## config.mk

```make
export PLATFORM = sky130hd
export DESIGN_NAME = mpr_top
export DESIGN_NICKNAME = d
export VERILOG_FILES = /design/src/mpr_pkg.sv /design/src/mpr_step.sv /design/src/mpr_top.sv
export VERILOG_INCLUDE_DIRS = /design/src
export SDC_FILE = /design/constraint.sdc
export NUM_CORES = 1
export LEC_CHECK = 0
export BUFFER_PORTS_ARGS = -buffer_cell sky130_fd_sc_hd__buf_2
export CAP_MARGIN = 20
export CORE_MARGIN = 1
export CORE_UTILIZATION = 40
export DETAILED_ROUTE_END_ITERATION = 8
export PLACE_DENSITY = 0.61
export SLEW_MARGIN = 10
export SYNTH_ARGS = -nofsm -noshare
export SYNTH_HDL_FRONTEND = slang
export SYNTH_HIERARCHICAL = 1
export SYNTH_SLANG_ARGS = --single-unit
export TNS_END_PERCENT = 1
```

## constraint.sdc

```tcl
create_clock -name core_clk_in -period 9.64 [get_ports core_clk_in]
set_clock_uncertainty 0.15 [all_clocks]
set_input_delay 0 -clock core_clk_in [delete_from_list [all_inputs] [get_ports core_clk_in]]
set_output_delay 0 -clock core_clk_in [all_outputs]
set_load 0.01 [all_outputs]
```

## src/mpr_map.svh

```systemverilog
// Register offsets, reset values and timing constants of the ramp block
`ifndef MPR_MAP_SVH
`define MPR_MAP_SVH

// ****************************************************
// Register byte offsets
// ****************************************************
`define MPR_OFS_UPPER 5'h00
`define MPR_OFS_LOWER 5'h04
`define MPR_OFS_PRESET 5'h08
`define MPR_OFS_TRAVERSE 5'h0c
`define MPR_OFS_OUTPUT 5'h10
`define MPR_OFS_STATUS 5'h14

// ****************************************************
// Reset values (hundredths of a percent, tenths of a second)
// ****************************************************
`define MPR_RST_UPPER 16'sd10000
`define MPR_RST_LOWER -16'sd10000
`define MPR_RST_PRESET 16'sd0
`define MPR_RST_TRAVERSE 13'd100

// ****************************************************
// Value span and status field positions
// ****************************************************
`define MPR_PCT_MAX 16'sd30000
`define MPR_PCT_MIN -16'sd30000
`define MPR_FULL_SPAN 10000
`define MPR_TRAV_MAX 13'd6000
`define MPR_ST_AT_UPPER 0
`define MPR_ST_AT_LOWER 1
`define MPR_ST_RAMPING 2
`define MPR_ST_FORCED 3

// ****************************************************
// Timing: clock rate and one traverse unit of 0.1 s
// ****************************************************
`define MPR_CLK_HZ 125000000
`define MPR_TRAV_UNIT_MS 100
`define MPR_STEP_CYC ((`MPR_CLK_HZ / 1000 * `MPR_TRAV_UNIT_MS) / `MPR_FULL_SPAN)

`endif

```

## src/mpr_pkg.sv

```systemverilog
// Types shared by the ramp block modules
package mpr_pkg;

  // Signed value in hundredths of a percent
  typedef logic signed [15:0] mpr_pct_t;

  // Traverse time in tenths of a second
  typedef logic [12:0] mpr_trav_t;

  // Working mode of the ramp, one-hot
  typedef enum logic [3:0] {
    MPR_HOLD = 4'b0001,
    MPR_UP = 4'b0010,
    MPR_DOWN = 4'b0100,
    MPR_FORCE = 4'b1000
  } mpr_mode_e;

endpackage

```

## src/mpr_step.sv

```systemverilog
// Step pacer: one pulse per programmed interval while ramping
`timescale 1ns/1ps
module mpr_step
  import mpr_pkg::*;
#(
  parameter int CNT_W = 24
) (
  input wire logic core_clk_in, // Control clock
  input wire logic rst_in, // Async reset, active high
  input wire logic run_in, // Ramp in progress
  input wire logic [CNT_W-1:0] interval_in, // Clocks per step, nonzero
  output logic step_out // One-cycle step pulse
);

  logic [CNT_W-1:0] count;

  initial begin
    if (CNT_W < 2 || CNT_W > 31) begin
      $error("mpr_step: CNT_W out of range");
    end
  end

  // Interval counter restarts whenever ramping stops, so a ramp that starts
  // from rest waits one full interval before its first step
  always_ff @(posedge core_clk_in or posedge rst_in) begin
    if (rst_in) begin
      count <= '0;
      step_out <= 1'b0;
    end else if (!run_in) begin
      count <= '0;
      step_out <= 1'b0;
    end else if (count >= interval_in - 1'b1) begin
      count <= '0;
      step_out <= 1'b1;
    end else begin
      count <= count + 1'b1;
      step_out <= 1'b0;
    end
  end

endmodule

```

## src/mpr_top.sv

```systemverilog
// Motorised potentiometer ramp with Avalon-MM register slave
//
// Overview of operation
// - Force input makes output track preset level
// - Increment alone ramps up to upper limit
// - Decrement alone ramps down to lower limit
// - Both or neither request holds output
// - Traverse time spans full range, both directions
// - Above upper limit, ramp down to it
// - Below lower limit, ramp up to it
// - Output survives power loss, restored after reset
// - Limits and preset clamped to plus/minus 300%
`timescale 1ns/1ps
`include "mpr_map.svh"
module mpr_top
  import mpr_pkg::*;
#(
  parameter int STEP_CYC = `MPR_STEP_CYC,
  parameter int CNT_W = 24
) (
  input wire logic core_clk_in, // 125 MHz control clock
  input wire logic rst_in, // Async reset, active high
  input wire logic raise_in, // Increment request
  input wire logic lower_in, // Decrement request
  input wire logic force_in, // Force output to preset
  input wire logic [15:0] restore_value_in, // Retained value to resume
  input wire logic [4:0] avs_address_in, // Byte address
  input wire logic avs_read_in, // Read strobe
  input wire logic avs_write_in, // Write strobe
  input wire logic [31:0] avs_writedata_in, // Write data
  input wire logic [3:0] avs_byteenable_in, // Byte lanes
  output logic [31:0] avs_readdata_out, // Read data
  output logic avs_waitrequest_out, // Stall
  output logic [15:0] value_out, // Ramped output, hundredths
  output logic save_out // Pulse: value changed, persist it
);

  // ****************************************************
  // Parameter checks and declarations
  // ****************************************************
  initial begin
    if (STEP_CYC < 1 || 64'(STEP_CYC) * 6000 >= (64'd1 << CNT_W)) begin
      $error("mpr_top: STEP_CYC does not fit CNT_W");
    end
  end

  mpr_pct_t upper;
  mpr_pct_t lower;
  mpr_pct_t preset;
  mpr_trav_t trav;
  mpr_pct_t out_val;
  mpr_pct_t target;
  mpr_pct_t next_out;
  mpr_mode_e mode;
  logic restore_pend;
  logic ack;
  logic step;
  logic ramping;
  logic [CNT_W-1:0] interval;

  // Clamp a signed word into the documented span
  function automatic mpr_pct_t pct_clamp(input mpr_pct_t v);
    if (v > `MPR_PCT_MAX) begin
      return `MPR_PCT_MAX;
    end else if (v < `MPR_PCT_MIN) begin
      return `MPR_PCT_MIN;
    end
    return v;
  endfunction

  // Merge written byte lanes into the low half of a register
  function automatic mpr_pct_t lane_merge(input mpr_pct_t cur, input logic [31:0] wd,
                                          input logic [3:0] be);
    mpr_pct_t r;
    r = cur;
    if (be[0]) begin
      r[7:0] = wd[7:0];
    end
    if (be[1]) begin
      r[15:8] = wd[15:8];
    end
    return r;
  endfunction

  // ****************************************************
  // Avalon-MM slave: one wait cycle on every access
  // ****************************************************
  logic access;
  logic wr_go;
  assign access = avs_read_in | avs_write_in;
  assign avs_waitrequest_out = access & ~ack;
  assign wr_go = avs_write_in & ack;

  // Acknowledge the cycle after a request is seen
  always_ff @(posedge core_clk_in or posedge rst_in) begin
    if (rst_in) begin
      ack <= 1'b0;
    end else begin
      ack <= access & ~ack;
    end
  end

  // Read data latched in the wait cycle; unmapped addresses read zero
  always_ff @(posedge core_clk_in or posedge rst_in) begin
    if (rst_in) begin
      avs_readdata_out <= 32'h0000_0000;
    end else if (avs_read_in && !ack) begin
      if (avs_address_in == `MPR_OFS_UPPER) begin
        avs_readdata_out <= {16'h0000, upper};
      end else if (avs_address_in == `MPR_OFS_LOWER) begin
        avs_readdata_out <= {16'h0000, lower};
      end else if (avs_address_in == `MPR_OFS_PRESET) begin
        avs_readdata_out <= {16'h0000, preset};
      end else if (avs_address_in == `MPR_OFS_TRAVERSE) begin
        avs_readdata_out <= {19'h0, trav};
      end else if (avs_address_in == `MPR_OFS_OUTPUT) begin
        avs_readdata_out <= {16'h0000, out_val};
      end else if (avs_address_in == `MPR_OFS_STATUS) begin
        avs_readdata_out <= {28'h000_0000, mode == MPR_FORCE, ramping,
                             out_val <= lower, out_val >= upper};
      end else begin
        avs_readdata_out <= 32'h0000_0000;
      end
    end
  end

  // ****************************************************
  // Setting registers, clamped on write
  // ****************************************************
  always_ff @(posedge core_clk_in or posedge rst_in) begin
    if (rst_in) begin
      upper <= `MPR_RST_UPPER;
      lower <= `MPR_RST_LOWER;
      preset <= `MPR_RST_PRESET;
    end else if (wr_go) begin
      if (avs_address_in == `MPR_OFS_UPPER) begin
        upper <= pct_clamp(lane_merge(upper, avs_writedata_in, avs_byteenable_in));
      end else if (avs_address_in == `MPR_OFS_LOWER) begin
        lower <= pct_clamp(lane_merge(lower, avs_writedata_in, avs_byteenable_in));
      end else if (avs_address_in == `MPR_OFS_PRESET) begin
        preset <= pct_clamp(lane_merge(preset, avs_writedata_in, avs_byteenable_in));
      end
    end
  end

  // Traverse time in tenths of a second, capped at 600.0 s
  logic [15:0] trav_wr;
  assign trav_wr = lane_merge({3'b000, trav}, avs_writedata_in, avs_byteenable_in);
  always_ff @(posedge core_clk_in or posedge rst_in) begin
    if (rst_in) begin
      trav <= `MPR_RST_TRAVERSE;
    end else if (wr_go && avs_address_in == `MPR_OFS_TRAVERSE) begin
      if (trav_wr > 16'(`MPR_TRAV_MAX)) begin
        trav <= `MPR_TRAV_MAX;
      end else begin
        trav <= trav_wr[12:0];
      end
    end
  end

  // ****************************************************
  // Mode and target selection
  // ****************************************************
  // Limit-pull-back shares the target with a request so one path moves
  // the value; with lower above upper the pull-down to upper is checked first, as allowed
  always_comb begin
    if (force_in) begin
      mode = MPR_FORCE;
      target = preset;
    end else if (raise_in && !lower_in) begin
      mode = MPR_UP;
      target = upper;
    end else if (lower_in && !raise_in) begin
      mode = MPR_DOWN;
      target = lower;
    end else if (out_val > upper) begin
      mode = MPR_DOWN;
      target = upper;
    end else if (out_val < lower) begin
      mode = MPR_UP;
      target = lower;
    end else begin
      mode = MPR_HOLD;
      target = out_val;
    end
  end

  // ****************************************************
  // Step pacing: one hundredth per interval, so a full span of
  // 10000 hundredths takes exactly the traverse time
  // ****************************************************
  assign interval = CNT_W'(trav) * CNT_W'(STEP_CYC);
  assign ramping = (mode != MPR_FORCE) && (out_val != target) && !restore_pend;

  mpr_step #(
    .CNT_W(CNT_W)
  ) u_step (
    .core_clk_in(core_clk_in),
    .rst_in(rst_in),
    .run_in(ramping && trav != '0),
    .interval_in(interval),
    .step_out(step)
  );

  // ****************************************************
  // Output value
  // ****************************************************
  always_comb begin
    if (restore_pend) begin
      next_out = pct_clamp(restore_value_in);
    end else if (mode == MPR_FORCE || trav == '0) begin
      next_out = target;
    end else if (step && out_val < target) begin
      next_out = out_val + 16'sd1;
    end else if (step && out_val > target) begin
      next_out = out_val - 16'sd1;
    end else begin
      next_out = out_val;
    end
  end

  // Reset leaves a constant; the retained value is loaded one edge later
  always_ff @(posedge core_clk_in or posedge rst_in) begin
    if (rst_in) begin
      restore_pend <= 1'b1;
      out_val <= 16'sd0;
      save_out <= 1'b0;
    end else begin
      restore_pend <= 1'b0;
      out_val <= next_out;
      // Restore load always saves, even when the retained value is zero
      save_out <= restore_pend || next_out != out_val;
    end
  end

  assign value_out = out_val;

  logic live;
  assign live = !restore_pend;
endmodule

```

; Word-level counts from Yosys, hierarchy flattened
; Cells that the tools add are included.
[word_totals]
elab_cells = 149
input_bits = 64
out_inout_bits = 50
register_bits = 137
[op_classes]
n_reduce_logical = 21
bitwise_logic = 6
n_mul = 1
magnitude_cmp = 16
eq_ne = 9
add_sub_neg = 4
mux = 81
[op_table]
columns = operator, n
row1 = two-way mux 16 bit, 26
row2 = two-way mux 8 bit, 26
row3 = greater-than comparator 16 bit (second input constant), 4
row4 = less-than comparator 16 bit (second input constant), 4
row5 = two-way mux 24 bit, 2
row6 = greater-than comparator 16 bit, 2
row7 = less-than comparator 16 bit, 2
row8 = inequality test 16 bit, 2
row9 = adder 24 x 1 -> 24 bit (second input constant), 1
row10 = greater-or-equal comparator 24 bit, 1
row11 = subtractor 24 x 1 -> 24 bit (second input constant), 1
row12 = multiplier 13 x 10 -> 23 bit (second input constant), 1
row13 = two-way mux 1 bit, 20
row14 = adder 16 x 2 -> 16 bit (second input constant), 1
row15 = greater-or-equal comparator 16 bit, 1
row16 = greater-than comparator 16 x 13 -> 1 bit (second input constant), 1
row17 = <= comparator 16 bit, 1
row18 = subtractor 16 x 2 -> 16 bit (second input constant), 1
row19 = zero test 13 bit, 1
row20 = two-way mux 13 bit, 1
row21 = nonzero test 13 bit, 1
row22 = equality test 5 x 4 -> 1 bit (second input constant), 2
row23 = equality test 5 bit (second input constant), 2
row24 = logical AND 1 bit, 9
row25 = other kinds (15), 25

; Depth between registers and ports, before layout
[depth]
ltp_word = 15
ltp_mapped = 28
depth_no_buf = 27

; By module
; Netlist, hierarchy kept.
[modules_own_cells]
columns = mod, area_each_um2, seq_area_each_um2, cells_each, n_inst
row1 = mpr_top, 11165.7, 2423.6, 1435, 1
row2 = mpr_step, 2069.5, 625.6, 235, 1

; Worst setup path before layout
; Ideal clock, no wire load.
[synth_path]
path_kind = register to register
start = reg trav[5]
end = reg u_step.count[15]
setup_time_ns = 0.132
synth_period_minus_slack_ns = 6.979
slack_ns = 2.661
stages_incl_launch_ff = 29
n_path_buf = 1
arrival_time_ns = 6.698
cell_sequence = dfstp_2 > fa_1 > ha_1 > inv_1 > fa_1 > inv_1 > ha_1 > inv_1 > fa_1 > inv_1 > ha_1 > a21oi_1 > nor2b_1 > o21a_1 > o31a_1 > o21ai_0 > xnor2_1 > nor4_1 > nand2b_1 > nor4_1 > nand2_1 > xor2_1 > ha_1 > nand4_1 > nor4_1 > nand4_1 > o2111ai_1 > clkbuf_1 > nor2_1
[synth_via]
elab_chain_len = 5
elab_cells_between_ends = 7
classes_between = add/sub (1) / mul (1) / order compare (1) / mux (2) / reduce/logical (2)
[synth_lines]
columns = item, line_no
row1 = start: declaration, mpr_top.sv:50  ; mpr_trav_t trav;
row2 = start signal: assignment, mpr_top.sv:151  ; trav <= `MPR_RST_TRAVERSE;
row3 = start signal: assignment, mpr_top.sv:154  ; trav <= `MPR_TRAV_MAX;
row4 = start signal: assignment, mpr_top.sv:156  ; trav <= trav_wr[12:0];
row5 = multiplier 13 x 10 -> 23 bit, mpr_top.sv:192  ; assign interval = CNT_W'(trav) * CNT_W'(STEP_CYC);
row6 = net interval[18], mpr_top.sv:59  ; logic [CNT_W-1:0] interval;
row7 = subtractor 24 x 1 -> 24 bit, mpr_step.sv:32  ; end else if (count >= interval_in - 1'b1) begin
row8 = greater-or-equal comparator 24 bit, mpr_step.sv:32
row9 = two-way mux 24 bit, mpr_step.sv:32
row10 = two-way mux 24 bit, mpr_step.sv:29  ; end else if (!run_in) begin
row11 = end signal: assignment, mpr_step.sv:36  ; count <= count + 1'b1;
row12 = end: declaration, mpr_step.sv:15  ; logic [CNT_W-1:0] count;
; The timed path passes the listed nets, and every way through them passes these cells.
; A chain may end at the register's enable or synchronous reset.

; Worst setup path in the final report
[layout_path]
start = reg out_val[15] (netlist: value_out[15])
end = reg save_out
[layout_via]
elab_chain_len = 14
elab_cells_between_ends = 26
classes_between = add/sub (2) / order compare (4) / eq/ne (2) / mux (14) / reduce/logical (4)
[layout_lines]
columns = item, line_no
row1 = start: declaration, mpr_top.sv:51  ; mpr_pct_t out_val;
row2 = start signal: assignment, mpr_top.sv:230  ; out_val <= next_out;
row3 = less-than comparator 16 bit, mpr_top.sv:179  ; end else if (out_val < lower) begin
row4 = two-way mux 16 bit, mpr_top.sv:179
row5 = two-way mux 16 bit, mpr_top.sv:176  ; end else if (out_val > upper) begin
row6 = two-way mux 16 bit, mpr_top.sv:173  ; end else if (lower_in && !raise_in) begin
row7 = two-way mux 16 bit, mpr_top.sv:170  ; end else if (raise_in && !lower_in) begin
row8 = two-way mux 16 bit, mpr_top.sv:167  ; if (force_in) begin
row9 = greater-than comparator 16 bit, mpr_top.sv:215  ; end else if (step && out_val > target) begin
row10 = logical AND 1 bit, mpr_top.sv:215
row11 = two-way mux 16 bit, mpr_top.sv:215
row12 = two-way mux 16 bit, mpr_top.sv:213  ; end else if (step && out_val < target) begin
row13 = two-way mux 16 bit, mpr_top.sv:211  ; end else if (mode == MPR_FORCE || trav == '0) begin
row14 = two-way mux 16 bit, mpr_top.sv:209  ; if (restore_pend) begin
row15 = inequality test 16 bit (*), mpr_top.sv:232  ; save_out <= restore_pend || next_out != out_val;
row16 = logical OR 1 bit (*), mpr_top.sv:232
row17 = end signal: assignment, mpr_top.sv:232
row18 = end: declaration, mpr_top.sv:35  ; output logic save_out
; Mark *: on every way between the ends. The rest lies on a longest branch, timed or not.

==> results_dict.tcl <==
set metrics [dict create \
    relSlewSlack 0.3054 \
    total_power_uw 2548 \
    syn_area_um2 13240 \
    cellPowerDensity_nw_per_um2 169.8 \
    die_h_um 183.9 \
    tns_ns 0 \
    coreArea_um2 32540 \
    globalRouteMet1Util 0.4072 \
    syn_to_final_growth_pct 13.36 \
    muxShareOfSynthArea 0.03224 \
    finalHoldViolCount 0 \
    grt_max_degree 72 \
    drive_gt1_frac 0.1020 \
    grt_most_used_layer "met1" \
    start_kind "flip-flop" \
    cts_tree "yes" \
    hpwl_um 36340 \
    p_sw_uw 1131 \
    cp_max_fo 9 \
    clkTransAtPathRegs_ns 0.07 \
    gp_congestion 0.9946 \
    cts_root_buf "clkbuf_16" \
    syn_area_per_cell_um2 7.925 \
    ctsHoldBuffers 38 \
    crit_path_end_kind "flip-flop" \
    port-buffer-count 79 \
    die_w_um 183.9 \
    synth_compound_area_frac 0.2299 \
    post_cts_buffers 0 \
    synth_seq_cells 121 \
    clock.fmax_ghz 0.1207 \
    synth-adder-area-share 0.1745 \
    die_area_um2 33820 \
    synth-main-ff-cell "dfrtp_1" \
    syn_inst 1670 \
    synth-simple-area-share 0.2161 \
    grt_pass1_wl_um 72480 \
    insertion_delay_ns 0.46 \
    ir_worst_vdd_mv 0.1373 \
    slowest_stage "a221oi_1" \
    vias_per_cell 5.960 \
    synth-edff-count 0 \
    io_pins 114 \
    ant_nets 0 \
    critPathKind "reg2reg" \
    comb_power_share 0.499 \
    seq_power_share 0.251 \
    ff2ff_setup_slack_ns 1.35 \
    vias 13230 \
    worst_slack_ns 1.352 \
    cts_max_level 4 \
    synth-async-reset-ratio 1.000 \
    grt_pass1_vias 12310 \
    nNetsFinal 1996 \
    routed_wl_um 46830 \
    ys_seq_area_frac 0.2304 \
    first_pass_iters 6 \
    cts_sinks 121 \
    status "finished, final reports clean" \
    cts_resized 0 \
    critPathArrivalTime_ns 8.46 \
    cts_buffers 17 \
    grt_use_total 0.2839 \
    floorplan.rows 66 \
    power_switching_share 0.4441 \
    p_leak_uw 0.006683 \
    rsz0062_at_grt "false" \
    required_ns 9.82 \
    hold_class "in2reg" \
    final_common_cell "nand2_1" \
    drc 0 \
    clockBufferDepth 2 \
    p_int_uw 1416 \
    wl_per_cell_um 21.11 \
    synth_xor_area_frac 0.04831 \
    min_period_over_period 0.8598 \
    antenna_found_initial 2 \
    worst_slew_pin_slew_ns 1.034 \
    ys_types 88 \
    ys_warn_count 6 \
    globalRouteMet3Util 0.09013 \
    synth_top_family_by_area "compound AO/OA/AOI/OAI gates" \
    first_iter_violations 1496 \
    slew_violations 0 \
    layout_common_cells "173 x nand2_1, 161 x nor2_1, 143 x ha_1, 140 x inv_1, 104 x dfrtp_1" \
    start_util 0.4068 \
    min_period_ns 8.288 \
    whs_path_depth 2 \
    met2_usage 0.3953 \
    cpPeakStageDelay_ns 0.65 \
    grt-ovfl-total 0 \
    r2r_cells 21 \
    setup_viol 0 \
    crit_chain "ha_1 -> nand4_1 -> nor4_2 -> a21bo_2 -> and4_1 -> o31ai_2 -> nor2_2 -> a221oi_1 -> mux2i_1 -> ha_1 -> a21oi_1 -> o22ai_1 -> a211oi_1 -> nand3_1 -> nand2_4 -> nor3_1 -> a2111oi_0 -> nand3_1 -> a2111oi_0 -> nand4_1 -> or4_1" \
    maxCapViolCount 0 \
    power_frac_clock 0.250 \
    place_ws_ns 1.848 \
]
-- synthesized netlist by cell type (all sizes together), types with 28 or more instances --
| cell type | n | share of area |
|---|---|---|
| ha | 143 | 0.14 |
| nor2 | 162 | 0.046 |
| o21ai | 101 | 0.038 |
| a22oi | 28 | 0.016 |
| xnor2 | 46 | 0.030 |
| nor4 | 30 | 0.016 |
| a21oi | 97 | 0.037 |
| nand2 | 174 | 0.050 |
| inv | 142 | 0.040 |
| dfrtp | 104 | 0.20 |
| mux2i | 28 | 0.021 |
| clkbuf | 53 | 0.015 |
| nor3 | 63 | 0.024 |
| nand3 | 47 | 0.018 |
-- cells by family (layout without fill, tap and decap cells) --
kind of cell / Yosys count / in the layout
other: 1 / 23
AO/OA/AOI/OAI: 446 / 446
XOR/XNOR: 73 / 73
flip-flops: 121 / 121
adder cells (fa/ha/maj): 169 / 169
multiplexers: 41 / 41
AND/OR/NAND/NOR: 596 / 596
buffers and inverters: 223 / 308
-- critical path: cells and delay by family, from the launching register on --
family	cells	cell delay, ns
AND/OR/NAND/NOR	10	3.14
adder cells (fa/ha/maj)	2	0.87
multiplexers	1	0.21
flip-flops	1	0.55
AO/OA/AOI/OAI	8	3.24
-- per-stage QoR --
stage / cells / utilization / hold slack [ns] / area (um2)
floorplan: 1690 / - / -0.1227 / 13310
global placement: 2146 / 0.4309 / -0.1316 / 14020
detailed placement: 2146 / 0.4309 / -0.1313 / 14020
CTS: 2215 / 0.4598 / 0.003604 / 14960
global route: 2218 / 0.4610 / 0.05245 / 15000
finish: 2219 / 0.4611 / 0.02433 / 15000
-- final cells by class --
type / instances / area [um2]
clock buffer: 19 / 442.9
clock inverter: 12 / 118.9
timing repair buffer: 134 / 925.9
sequential: 121 / 3049
fill: 3293 / 17530
tap: 442 / 553.0
multi-input combinational: 1346 / 9369
inverter: 143 / 539.3
antenna: 2 / 5.005
-- metal layers --
layer | share of wire | routed length, um
met5 | 0 | 0
met4 | 0.028 | 1296
met3 | 0.10 | 4766
met2 | 0.40 | 18930
met1 | 0.47 | 21840
-- power by group through the flow --
stage / Sequential, uW / Clock [uW] / Combinational, uW
floorplan: 601 / 0 / 952
global placement: 645 / 0 / 1210
detailed placement: 646 / 0 / 1230
CTS: 636 / 648 / 1250
global route: 644 / 669 / 1430
finish: 640 / 637 / 1270
-- final timing paths --
check,from,to
setup / recovery,value_out[15]$_DFF_PP0_,save_out$_DFF_PP0_
min in group asynchronous,rst_in,u_step/count[0]$_DFF_PP0_
max in group asynchronous,rst_in,trav[10]$_DFFE_PP0P_
hold / removal,avs_byteenable_in[0],trav[2]$_DFFE_PP1P_
setup reg to reg,value_out[15]$_DFF_PP0_,save_out$_DFF_PP0_
hold reg to reg,avs_readdata_out[6]$_DFFE_PP0P_,avs_readdata_out[6]$_DFFE_PP0P_
-- sequential cells by signal, indices dropped and copies added, names as in the netlist, 13 cells and up --
signal / flops
u_step/count: 24
preset: 16
lower: 16
avs_readdata_out: 16
trav: 13
upper: 16
value_out: 16
No activity file was read; power rests on OpenSTA's default activity.
